File: config.mk
export PLATFORM = sky130hd
export DESIGN_NAME = bridge_type1_header_bus_io_regs
export DESIGN_NICKNAME = d
export VERILOG_FILES = /design/src/rtl/cfg_hdr_pkg.sv /design/src/rtl/ahb_cfg_port.sv /design/src/rtl/io_window_match.sv /design/src/rtl/bridge_type1_header_bus_io_regs.sv
export SDC_FILE = /design/constraint.sdc
export NUM_CORES = 1
export LEC_CHECK = 0
export ABC_AREA = 1
export BUFFER_PORTS_ARGS = -buffer_cell sky130_fd_sc_hd__buf_2
export CORE_ASPECT_RATIO = 0.6
export CORE_MARGIN = 3
export CORE_UTILIZATION = 49
export CTS_CLUSTER_SIZE = 24
export DETAILED_ROUTE_END_ITERATION = 6
export PLACE_DENSITY = 0.79
export SYNTH_ARGS = -nofsm -noshare
export SYNTH_HDL_FRONTEND = slang
export SYNTH_SLANG_ARGS = --single-unit
File: constraint.sdc
create_clock -name sys_clk -period 4.48 [get_ports sys_clk]
set_input_delay 0 -clock sys_clk [delete_from_list [all_inputs] [get_ports sys_clk]]
set_output_delay 0 -clock sys_clk [all_outputs]
set_load 0.01 [all_outputs]
File: src/rtl/cfg_hdr_pkg.sv
// Shared constants, types and register map of the bridge header bank
package cfg_hdr_pkg;

  // Register index width; byte address is four times the index
  localparam int IDX_W = 8;
  localparam int ADDR_W = 32;
  localparam int DATA_W = 32;

  // Register indices, as printed
  localparam logic [IDX_W-1:0] IDX_PRI_LAT   = 8'h0D;
  localparam logic [IDX_W-1:0] IDX_HDR_TYPE  = 8'h0E;
  localparam logic [IDX_W-1:0] IDX_SELF_TEST = 8'h0F;
  localparam logic [IDX_W-1:0] IDX_BASE0     = 8'h10;
  localparam logic [IDX_W-1:0] IDX_BASE1     = 8'h14;
  localparam logic [IDX_W-1:0] IDX_UP_BUS    = 8'h18;
  localparam logic [IDX_W-1:0] IDX_DOWN_BUS  = 8'h19;
  localparam logic [IDX_W-1:0] IDX_HIGH_BUS  = 8'h1A;
  localparam logic [IDX_W-1:0] IDX_SEC_LAT   = 8'h1B;
  localparam logic [IDX_W-1:0] IDX_IO_BASE   = 8'h1C;
  localparam logic [IDX_W-1:0] IDX_IO_LIMIT  = 8'h1D;
  // Control and status of the block itself
  localparam logic [IDX_W-1:0] IDX_LOCK      = 8'h40;
  localparam logic [IDX_W-1:0] IDX_STATUS    = 8'h41;

  // Constant field values and reset values
  localparam logic [7:0]  LAT_CONST      = 8'h00;
  localparam logic [7:0]  HDR_TYPE_ONE   = 8'h01;
  localparam logic [7:0]  SELF_TEST_NONE = 8'h00;
  localparam logic [31:0] BASE_UNUSED    = 32'h0000_0000;
  localparam logic [7:0]  BUS_NUM_RST    = 8'h00;
  localparam logic [3:0]  IO_BASE_RST    = 4'hF;
  localparam logic [3:0]  IO_LIMIT_RST   = 4'h0;
  localparam logic [11:0] IO_LOW_FILL    = 12'h000;
  localparam logic [11:0] IO_HIGH_FILL   = 12'hFFF;
  localparam logic [15:0] UPPER_ZERO     = 16'h0000;

  // Field positions inside the I/O window bytes, the lock word and the status word
  localparam int IO_CAP_BIT = 0;
  localparam int IO_ADR_LSB = 4;
  localparam int IO_ADR_MSB = 7;
  localparam int LOCK_OPEN_BIT = 0;
  localparam int ST_HIT_BIT = 0;
  localparam int ST_EMPTY_BIT = 1;
  localparam int ST_MODE_BIT = 2;
  localparam int ST_CNT_LSB = 8;
  localparam int ST_CNT_MSB = 15;

  // Bus encodings
  localparam logic [1:0] HTRANS_NONSEQ = 2'h2;
  localparam logic       HRESP_OKAY    = 1'b0;
  localparam logic [2:0] HSIZE_BYTE    = 3'h0;
  localparam logic [2:0] HSIZE_HALF    = 3'h1;

  typedef enum logic {
    sixteen_bit_io_mode    = 1'b0,
    thirty_two_bit_io_mode = 1'b1
  } io_mode_t;

  localparam io_mode_t IO_CAP_RST = thirty_two_bit_io_mode;

  typedef enum {ST_IDLE, ST_WRITE, ST_READ} port_state_t;

  // Register access handed from the bus port to the bank
  typedef struct packed {
    logic              wr;
    logic              rd;
    logic              hit;
    logic [IDX_W-1:0]  idx;
    logic [3:0]        be;
    logic [DATA_W-1:0] wdata;
  } cfg_req_t;

  // One I/O address offered for a forwarding decision
  typedef struct packed {
    logic              valid;
    logic [ADDR_W-1:0] addr;
  } io_check_t;

endpackage

File: src/rtl/ahb_cfg_port.sv
// AHB-Lite slave front end that turns transfers into register accesses
`timescale 1ns/1ns
module ahb_cfg_port
  import cfg_hdr_pkg::*;
(
  // Clock and reset
  input  wire logic              sys_clk,
  input  wire logic              rst_n,
  // AHB-Lite slave side
  input  wire logic              hsel,
  input  wire logic [ADDR_W-1:0] haddr,
  input  wire logic [1:0]        htrans,
  input  wire logic              hwrite,
  input  wire logic [2:0]        hsize,
  input  wire logic              hready,
  input  wire logic [DATA_W-1:0] hwdata,
  output logic                   hreadyout_q,
  output logic [DATA_W-1:0]      hrdata_q,
  output logic                   hresp_q,
  // Register bank side
  output cfg_req_t               req,
  input  wire logic [DATA_W-1:0] rd_data
);

  port_state_t      state_q;
  logic [IDX_W-1:0] idx_q;
  logic [3:0]       be_q;
  logic             hit_q;
  logic             accept;

  assign accept = hsel && htrans == HTRANS_NONSEQ && hready;

  // Byte lanes touched by the transfer
  function automatic logic [3:0] lanes(input logic [2:0] sz,
                                       input logic [1:0] a);
    logic [3:0] m;
    m = 4'hF;
    if (sz == HSIZE_BYTE) m = 4'h1 << a;
    else if (sz == HSIZE_HALF) m = a[1] ? 4'hC : 4'h3;
    return m;
  endfunction

  // Address phase capture; reads take one wait state for registered data
  always_ff @(posedge sys_clk or negedge rst_n) begin
    if (!rst_n) begin
      state_q <= ST_IDLE;
      idx_q   <= '0;
      be_q    <= 4'h0;
      hit_q   <= 1'b0;
    end else if (accept) begin
      state_q <= hwrite ? ST_WRITE : ST_READ;
      idx_q   <= haddr[IDX_W+1:2];
      be_q    <= lanes(hsize, haddr[1:0]);
      hit_q   <= haddr[ADDR_W-1:IDX_W+2] == '0;
    end else begin
      state_q <= ST_IDLE;
    end
  end

  // Handshake and read data; response is always OKAY
  always_ff @(posedge sys_clk or negedge rst_n) begin
    if (!rst_n) begin
      hreadyout_q <= 1'b1;
      hrdata_q    <= '0;
      hresp_q     <= HRESP_OKAY;
    end else begin
      hreadyout_q <= !(accept && !hwrite);
      hresp_q     <= HRESP_OKAY;
      if (state_q == ST_READ) hrdata_q <= rd_data;
    end
  end

  // Data phase access to the bank
  always_comb begin
    req.wr    = state_q == ST_WRITE;
    req.rd    = state_q == ST_READ;
    req.hit   = hit_q;
    req.idx   = idx_q;
    req.be    = be_q;
    req.wdata = hwdata;
  end

endmodule

File: src/rtl/io_window_match.sv
// Compares one I/O address against the programmed forwarding window
`timescale 1ns/1ns
module io_window_match
  import cfg_hdr_pkg::*;
(
  // Clock and reset
  input  wire logic       sys_clk,
  input  wire logic       rst_n,
  // Address under test and window bounds
  input  io_check_t       chk,
  input  wire logic [3:0] base_nib,
  input  wire logic [3:0] limit_nib,
  input  wire logic [15:0] base_upper,
  input  wire logic [15:0] limit_upper,
  input  io_mode_t        mode,
  // Decision, one cycle after the request
  output logic            done_q,
  output logic            hit_q
);

  logic [15:0] lo;
  logic [15:0] hi;
  logic [15:0] up_lo;
  logic [15:0] up_hi;
  logic        in_win;

  // Window edges: 4KB aligned start, limit filled with ones below
  always_comb begin
    lo     = {base_nib, IO_LOW_FILL};
    hi     = {limit_nib, IO_HIGH_FILL};
    // Narrow decode treats the upper half of both bounds as zero
    up_lo  = (mode == thirty_two_bit_io_mode) ? base_upper : UPPER_ZERO;
    up_hi  = (mode == thirty_two_bit_io_mode) ? limit_upper : UPPER_ZERO;
    in_win = {chk.addr[31:16], chk.addr[15:0]} >= {up_lo, lo} &&
             {chk.addr[31:16], chk.addr[15:0]} <= {up_hi, hi};
  end

  // Registered decision; a base above the limit never matches
  always_ff @(posedge sys_clk or negedge rst_n) begin
    if (!rst_n) begin
      done_q <= 1'b0;
      hit_q  <= 1'b0;
    end else begin
      done_q <= chk.valid;
      hit_q  <= chk.valid && in_win;
    end
  end

endmodule

File: src/rtl/bridge_type1_header_bus_io_regs.sv
// Bridge header bank: constants, bus numbers and the I/O window
//
// How it works
// - Both latency timer bytes read constant zero
// - Header type byte reads constant 0x01
// - Self-test byte reads constant zero
// - Both base address words read zero
// - Upstream bus number: writable byte, reset zero
// - Downstream bus number: writable byte, reset zero
// - Highest bus behind: writable byte, reset zero
// - Width flag bit 0, resets 1, lock guarded
// - Limit bit 0 mirrors the width flag
// - Base bits 7:4 hold A15:12, reset 0xF
// - Limit bits 7:4, reset 0, low bits ones
// - Forward I/O only inside base-limit window
//
// The AHB-Lite interface to the registers was chosen for this implementation.
`timescale 1ns/1ns
module bridge_type1_header_bus_io_regs
  import cfg_hdr_pkg::*;
#(
  parameter int BUS_REGS = 3
)
(
  // Clock and reset
  input  wire logic              sys_clk,
  input  wire logic              rst_n,

  // AHB-Lite register port
  input  wire logic              hsel,
  input  wire logic [ADDR_W-1:0] haddr,
  input  wire logic [1:0]        htrans,
  input  wire logic              hwrite,
  input  wire logic [2:0]        hsize,
  input  wire logic              hready,
  input  wire logic [DATA_W-1:0] hwdata,
  output logic                   hreadyout,
  output logic [DATA_W-1:0]      hrdata,
  output logic                   hresp,

  // I/O forwarding check from the switch core
  input  wire logic              io_chk_valid,
  input  wire logic [ADDR_W-1:0] io_chk_addr,
  input  wire logic [15:0]       io_base_upper,
  input  wire logic [15:0]       io_limit_upper,
  output logic                   io_fwd_valid,
  output logic                   io_fwd_hit
);

  // ------------------------------------------------------------
  // Bus port
  // ------------------------------------------------------------

  cfg_req_t          req;
  logic [DATA_W-1:0] rd_data;
  logic              hreadyout_q;
  logic [DATA_W-1:0] hrdata_q;
  logic              hresp_q;

  ahb_cfg_port u_port (
    .sys_clk     (sys_clk),
    .rst_n       (rst_n),
    .hsel        (hsel),
    .haddr       (haddr),
    .htrans      (htrans),
    .hwrite      (hwrite),
    .hsize       (hsize),
    .hready      (hready),
    .hwdata      (hwdata),
    .hreadyout_q (hreadyout_q),
    .hrdata_q    (hrdata_q),
    .hresp_q     (hresp_q),
    .req         (req),
    .rd_data     (rd_data)
  );

  // Bus outputs come from the port's flip-flops
  assign hreadyout = hreadyout_q;
  assign hrdata    = hrdata_q;
  assign hresp     = hresp_q;

  // ------------------------------------------------------------
  // Write decode
  // ------------------------------------------------------------

  // Every writable field sits in byte lane 0, so only that lane writes.
  // Unmapped addresses and read-only indices fall through silently.
  logic wr_lane0;
  logic wr_lock;
  logic wr_io_base;
  logic wr_io_limit;

  assign wr_lane0    = req.wr && req.hit && req.be[0];
  assign wr_lock     = wr_lane0 && req.idx == IDX_LOCK;
  assign wr_io_base  = wr_lane0 && req.idx == IDX_IO_BASE;
  assign wr_io_limit = wr_lane0 && req.idx == IDX_IO_LIMIT;

  // ------------------------------------------------------------
  // Bus number bytes
  // ------------------------------------------------------------

  // Upstream, downstream and highest-behind numbers, in index order.
  // They only hold what software writes; nothing here routes by them.
  logic [7:0] bus_num_q [BUS_REGS];

  genvar g;
  generate
    for (g = 0; g < BUS_REGS; g++) begin : g_bus
      localparam logic [IDX_W-1:0] MY_IDX =
        IDX_W'(IDX_UP_BUS + IDX_W'(g));

      always_ff @(posedge sys_clk or negedge rst_n) begin
        if (!rst_n) begin
          bus_num_q[g] <= BUS_NUM_RST;
        end else if (wr_lane0 && req.idx == MY_IDX) begin
          bus_num_q[g] <= req.wdata[7:0];
        end
      end
    end
  endgenerate

  // ------------------------------------------------------------
  // Lock control
  // ------------------------------------------------------------

  // The width flag is lock guarded: it changes only while software
  // has opened the lock. Reset leaves it closed so a stray write
  // cannot narrow the decode.
  logic lock_open_q;

  always_ff @(posedge sys_clk or negedge rst_n) begin
    if (!rst_n) begin
      lock_open_q <= 1'b0;
    end else if (wr_lock) begin
      lock_open_q <= req.wdata[LOCK_OPEN_BIT];
    end
  end

  // ------------------------------------------------------------
  // I/O window base and limit
  // ------------------------------------------------------------

  io_mode_t   io_mode_q;
  logic [3:0] io_base_q;
  logic [3:0] io_limit_q;

  // Addressing width flag, kept in the base byte
  always_ff @(posedge sys_clk or negedge rst_n) begin
    if (!rst_n) begin
      io_mode_q <= IO_CAP_RST;
    end else if (wr_io_base && lock_open_q) begin
      io_mode_q <= io_mode_t'(req.wdata[IO_CAP_BIT]);
    end
  end

  // Window start, A15:12; bits 3:1 of the byte are not stored
  always_ff @(posedge sys_clk or negedge rst_n) begin
    if (!rst_n) begin
      io_base_q <= IO_BASE_RST;
    end else if (wr_io_base) begin
      io_base_q <= req.wdata[IO_ADR_MSB:IO_ADR_LSB];
    end
  end

  // Window end, A15:12; bit 0 of this byte is never written
  always_ff @(posedge sys_clk or negedge rst_n) begin
    if (!rst_n) begin
      io_limit_q <= IO_LIMIT_RST;
    end else if (wr_io_limit) begin
      io_limit_q <= req.wdata[IO_ADR_MSB:IO_ADR_LSB];
    end
  end

  // ------------------------------------------------------------
  // Forwarding decision
  // ------------------------------------------------------------

  // The check port comes from core logic on this clock, so it needs
  // no synchroniser. The decision lags the request by one cycle.
  io_check_t chk;
  logic      match_done;
  logic      match_hit;

  assign chk.valid = io_chk_valid;
  assign chk.addr  = io_chk_addr;

  io_window_match u_match (
    .sys_clk     (sys_clk),
    .rst_n       (rst_n),
    .chk         (chk),
    .base_nib    (io_base_q),
    .limit_nib   (io_limit_q),
    .base_upper  (io_base_upper),
    .limit_upper (io_limit_upper),
    .mode        (io_mode_q),
    .done_q      (match_done),
    .hit_q       (match_hit)
  );

  assign io_fwd_valid = match_done;
  assign io_fwd_hit   = match_hit;

  // ------------------------------------------------------------
  // Decision history for software
  // ------------------------------------------------------------

  // Last decision and a wrapping count of forwarded accesses.
  // The count is diagnostic only, so wrap beats a saturate compare.
  logic       last_hit_q;
  logic [7:0] hit_cnt_q;

  always_ff @(posedge sys_clk or negedge rst_n) begin
    if (!rst_n) begin
      last_hit_q <= 1'b0;
    end else if (match_done) begin
      last_hit_q <= match_hit;
    end
  end

  always_ff @(posedge sys_clk or negedge rst_n) begin
    if (!rst_n) begin
      hit_cnt_q <= 8'h00;
    end else if (match_done && match_hit) begin
      hit_cnt_q <= hit_cnt_q + 8'h01;
    end
  end

  // ------------------------------------------------------------
  // Read assembly
  // ------------------------------------------------------------

  logic [7:0]        io_base_byte;
  logic [7:0]        io_limit_byte;
  logic [DATA_W-1:0] status_word;

  // Reserved bits 3:1 of both window bytes read as zero
  always_comb begin
    io_base_byte = 8'h00;
    io_base_byte[IO_CAP_BIT] = io_mode_q;
    io_base_byte[IO_ADR_MSB:IO_ADR_LSB] = io_base_q;
    io_limit_byte = 8'h00;
    io_limit_byte[IO_CAP_BIT] = io_mode_q;
    io_limit_byte[IO_ADR_MSB:IO_ADR_LSB] = io_limit_q;
  end

  // Block status: last decision, empty window, decode width, count
  always_comb begin
    status_word = '0;
    status_word[ST_HIT_BIT]   = last_hit_q;
    status_word[ST_EMPTY_BIT] = io_base_q > io_limit_q;
    status_word[ST_MODE_BIT]  = io_mode_q;
    status_word[ST_CNT_MSB:ST_CNT_LSB] = hit_cnt_q;
  end

  // Narrow registers sit in the low bits; all else reads zero
  always_comb begin
    rd_data = '0;
    if (req.hit) begin
      unique case (req.idx)
        IDX_PRI_LAT:   rd_data[7:0] = LAT_CONST;
        IDX_SEC_LAT:   rd_data[7:0] = LAT_CONST;
        IDX_HDR_TYPE:  rd_data[7:0] = HDR_TYPE_ONE;
        IDX_SELF_TEST: rd_data[7:0] = SELF_TEST_NONE;
        IDX_BASE0:     rd_data = BASE_UNUSED;
        IDX_BASE1:     rd_data = BASE_UNUSED;
        IDX_UP_BUS:    rd_data[7:0] = bus_num_q[0];
        IDX_DOWN_BUS:  rd_data[7:0] = bus_num_q[1];
        IDX_HIGH_BUS:  rd_data[7:0] = bus_num_q[2];
        IDX_IO_BASE:   rd_data[7:0] = io_base_byte;
        IDX_IO_LIMIT:  rd_data[7:0] = io_limit_byte;
        IDX_LOCK:      rd_data[LOCK_OPEN_BIT] = lock_open_q;
        IDX_STATUS:    rd_data = status_word;
        default:       rd_data = '0;
      endcase
    end
  end

endmodule

==> out/qor.json <==
{
  "status": {
    "outcome": "finished, final reports clean"
  },
  "global_route": {
    "largest_net_degree_at_the_start_of_global_routing": 75,
    "grt_overflow_total": 0,
    "number_of_antenna_violations_at_the_first_check_in_global_routing": 0,
    "first_global_vias": 4532,
    "groute.usage.overall": 0.232,
    "global_route_wire_length_before_repair_um": 21000
  },
  "placement": {
    "port_buffers": 133,
    "gpl.final_weighted_congestion": 0.919,
    "dp_worst_setup_slack_ps": 2180,
    "detailed_place_hpwl_um": 10100
  },
  "floorplanning": {
    "design.die.area_um2": 11200,
    "die-height_um": 83.1,
    "pin_count": 175,
    "chipWidth_um": 135,
    "core_region_area_um2": 9430,
    "fp_rows": 27,
    "initial_core_util": 0.516
  },
  "pwr": {
    "design_power_total_w": 0.00186,
    "p_per_area_nw_per_um2": 305,
    "share_of_power_burned_in_registers": 0.394,
    "vdd_drop_max_mv": 0.235,
    "p_clk_frac": 0.443,
    "total_switching_power_w": 0.000495,
    "internal_power_w": 0.00137,
    "comb_power_share": 0.164,
    "p_leak_nw": 3.53,
    "switching_share": 0.266
  },
  "route": {
    "viasPerCell": 5.03,
    "number_of_iterations_in_the_first_detailed_routing_pass": 4,
    "wire_per_inst_um": 14.1,
    "drt_iter0_drc": 257,
    "postRouteWirelength_um": 12800,
    "drc": 0,
    "route.vias.total": 4598,
    "drt.antenna.violating_nets": 0
  },
  "synth": {
    "ys_flop_type": "dfrtp_1",
    "synthesis.instances": 625,
    "yosysWarningCount": 0,
    "synth_cell_types": 36,
    "yosys-top-cells-area": "dfrtp_1 35%, nand2_1 16%, ha_1 12%",
    "synth.most_common_cell": "nand2_1",
    "seq_area_frac_synth": 0.383,
    "synthDominantCellAreaShare": 0.350,
    "ys_ff_latch": 74,
    "synth_enable_flop_cells": 0,
    "postSynthAreaPerCell_um2": 7.78,
    "share_of_synthesized_flip_flops_with_an_asynchronous_set_or_reset": 1.00,
    "yosys-top-cells-count": "210 x nand2_1, 68 x dfrtp_1, 64 x inv_1, 45 x ha_1, 43 x nor2_1",
    "netlist.top_cell.by_area": "dfrtp_1",
    "syn-cell-area_um2": 4860
  },
  "sta": {
    "fin_skew_ps": 7.25,
    "max_clock_freq_mhz": 411,
    "maxSlewViolCount": 0,
    "timing.final.setup_violations": 0,
    "fin_tns_setup_ps": 0,
    "fin_worst_hold_slack_ps": 20.3,
    "transition_time_of_the_tightest_slew_check_pin_ps": 935,
    "min_period_ps": 2440,
    "unrepaired_setup_endpoints_after_global_routing": "false",
    "finalWorstSetupSlack_ps": 2040,
    "maxSlewHeadroom": 0.377,
    "final_hold_viol_count": 0,
    "period_utilization": 0.544
  },
  "clocking": {
    "htreeDepth": 3,
    "cts.sink_count": 74,
    "clockRootBuffer": "clkbuf_16",
    "cts.clk_slew.worst_paths_ps": 60,
    "post-cts-setup-buffer-count": 0,
    "cts_tree": "done",
    "cts_buffers": 9,
    "clockBufferDepth": 2,
    "clk_latency_ps": 340
  },
  "critical_path": {
    "critPathRequiredTime_ps": 4750,
    "timing.critical_path.fanout_max": 1,
    "timing.critical_path.arrival_ps": 2710,
    "crit_path_top_delay_cell": "dlygate4sd3_1",
    "critPathLaunchType": "input port",
    "timing.critical_path.to_type": "register",
    "critical-path-top-cell-by-count": "dlygate4sd3_1",
    "timing.setup.critical_path_class": "input port to register",
    "cpLargestDelayFamily": "buffers and inverters",
    "critPathBufInv": 5,
    "worstPathCellList": "dlygate4sd3_1 -> buf_2 -> nor4_1 -> dlygate4sd3_1 -> nand4_1 -> dlygate4sd3_1 -> o21ai_0 -> dlygate4sd3_1",
    "reg2reg_slack_ps": 2150,
    "critical-path-max-stage-delay_ps": 580
  },
  "flow_run": {
    "maxCapViolations": 0
  },
  "cells_and_area": {
    "layout_overhead_on_the_synthesized_area_pct": 25.6,
    "nets": 963,
    "drive_gt1_frac": 0.254,
    "diodes": 0,
    "layout.core_utilization": 0.647
  },
  "min_path": {
    "hold_path_class": "input port to register"
  }
}
==> routing by layer <==
metal,share of wire,global-route usage,vias up
li1,-,-,2285
met1,0.44,0.313,2166
met2,0.48,0.385,134
met4,0.0080,0.0397,0
met3,0.068,0.0593,13
met5,0,0,-
==> cells in the final DEF (no fill, tap or decap), types with 4 or more instances in the layout <==
| cell type | instances |
|---|---|
| nor2_2 | 4 |
| xor2_1 | 7 |
| o31ai_1 | 6 |
| nor2_1 | 43 |
| ha_1 | 45 |
| inv_1 | 64 |
| nand2_4 | 5 |
| dfrtp_1 | 68 |
| nand2_1 | 210 |
| o21ai_2 | 18 |
| buf_2 | 133 |
| nand3_1 | 27 |
| nand4_1 | 6 |
| a21oi_1 | 20 |
| o21ai_0 | 22 |
| nor4_1 | 6 |
| dlygate4sd3_1 | 20 |
| dfstp_2 | 6 |
| clkbuf_16 | 9 |
| o21ai_1 | 14 |
| conb_1 | 17 |
==> power groups by stage <==
stage | logic [W] | clock network [W] | registers, W
after floorplan | 0.000186 | 0 | 0.000736
after global placement | 0.000273 | 0 | 0.000740
after detailed placement | 0.000291 | 0 | 0.000742
after CTS | 0.000305 | 0.000837 | 0.000730
after global routing | 0.000348 | 0.000866 | 0.000736
final | 0.000305 | 0.000823 | 0.000732
==> tightest hold or removal path, stage by stage <==
cell and delay (ps):
buf_2 70, inv_1 100, o21ai_2 140
==> logic make-up (layout without fill, tap and decap cells) <==
logic type | Yosys count | count (layout) | synth area share
buf+inv | 97 | 240 | 0.0968
fa+ha+maj | 45 | 45 | 0.116
compound gates | 85 | 85 | 0.107
xor+xnor | 7 | 7 | 0.0126
other cells | 1 | 17 | 0.000772
flops | 74 | 74 | 0.383
simple gates | 316 | 316 | 0.284
==> layout make-up <==
class	count	area (µm²)
fillers	800	3320
clock inverters	7	116
flip-flops and latches	74	1860
clock buffers	9	225
inverters	70	275
multi-input cells	470	2590
well taps	130	163
repair buffers	154	873
==> state kept, by name, indices dropped and copies added (netlist names), 2 cells and up <==
| signal | count |
|---|---|
| u_port.hrdata_q | 16 |
| io_base_q | 4 |
| hit_cnt_q | 8 |
| bus_num_q | 24 |
| io_limit_q | 4 |
| u_port.state_q | 2 |
| u_port.idx_q | 8 |
==> worst paths after layout <==
kind                                     startpoint                        endpoint  cells after the start
setup reg to reg              io_mode_q$_DFFE_PN1P_         u_match.hit_q$_DFF_PN0_                     11
setup / recovery                          haddr[14]        u_port.hit_q$_DFFE_PN0P_                      8
max in group asynchronous                     rst_n        bus_num_q[6]$_DFFE_PN0P_                      3
min in group asynchronous                     rst_n  u_port.hrdata_q[8]$_DFFE_PN0N_                      3
hold / removal                            hwdata[6]        bus_num_q[6]$_DFFE_PN0P_                      3
hold reg to reg            hit_cnt_q[7]$_DFFE_PN0P_        hit_cnt_q[7]$_DFFE_PN0P_                      1
==> what timing repair did <==
action | 4_1_cts | 5_1_grt
resized for setup | 0 | 0
hold buffers | 20 | 0
hold endpoints to repair | 92 | 0
==> through the flow <==
step	instance area, µm²	instances
2_1_floorplan	4920	641
4_1_cts	6100	914
3_5_place_dp	5560	878
6_report	6100	914
5_1_grt	6100	914
3_3_place_gp	5560	878
No activity file was read; power rests on OpenSTA's default activity.
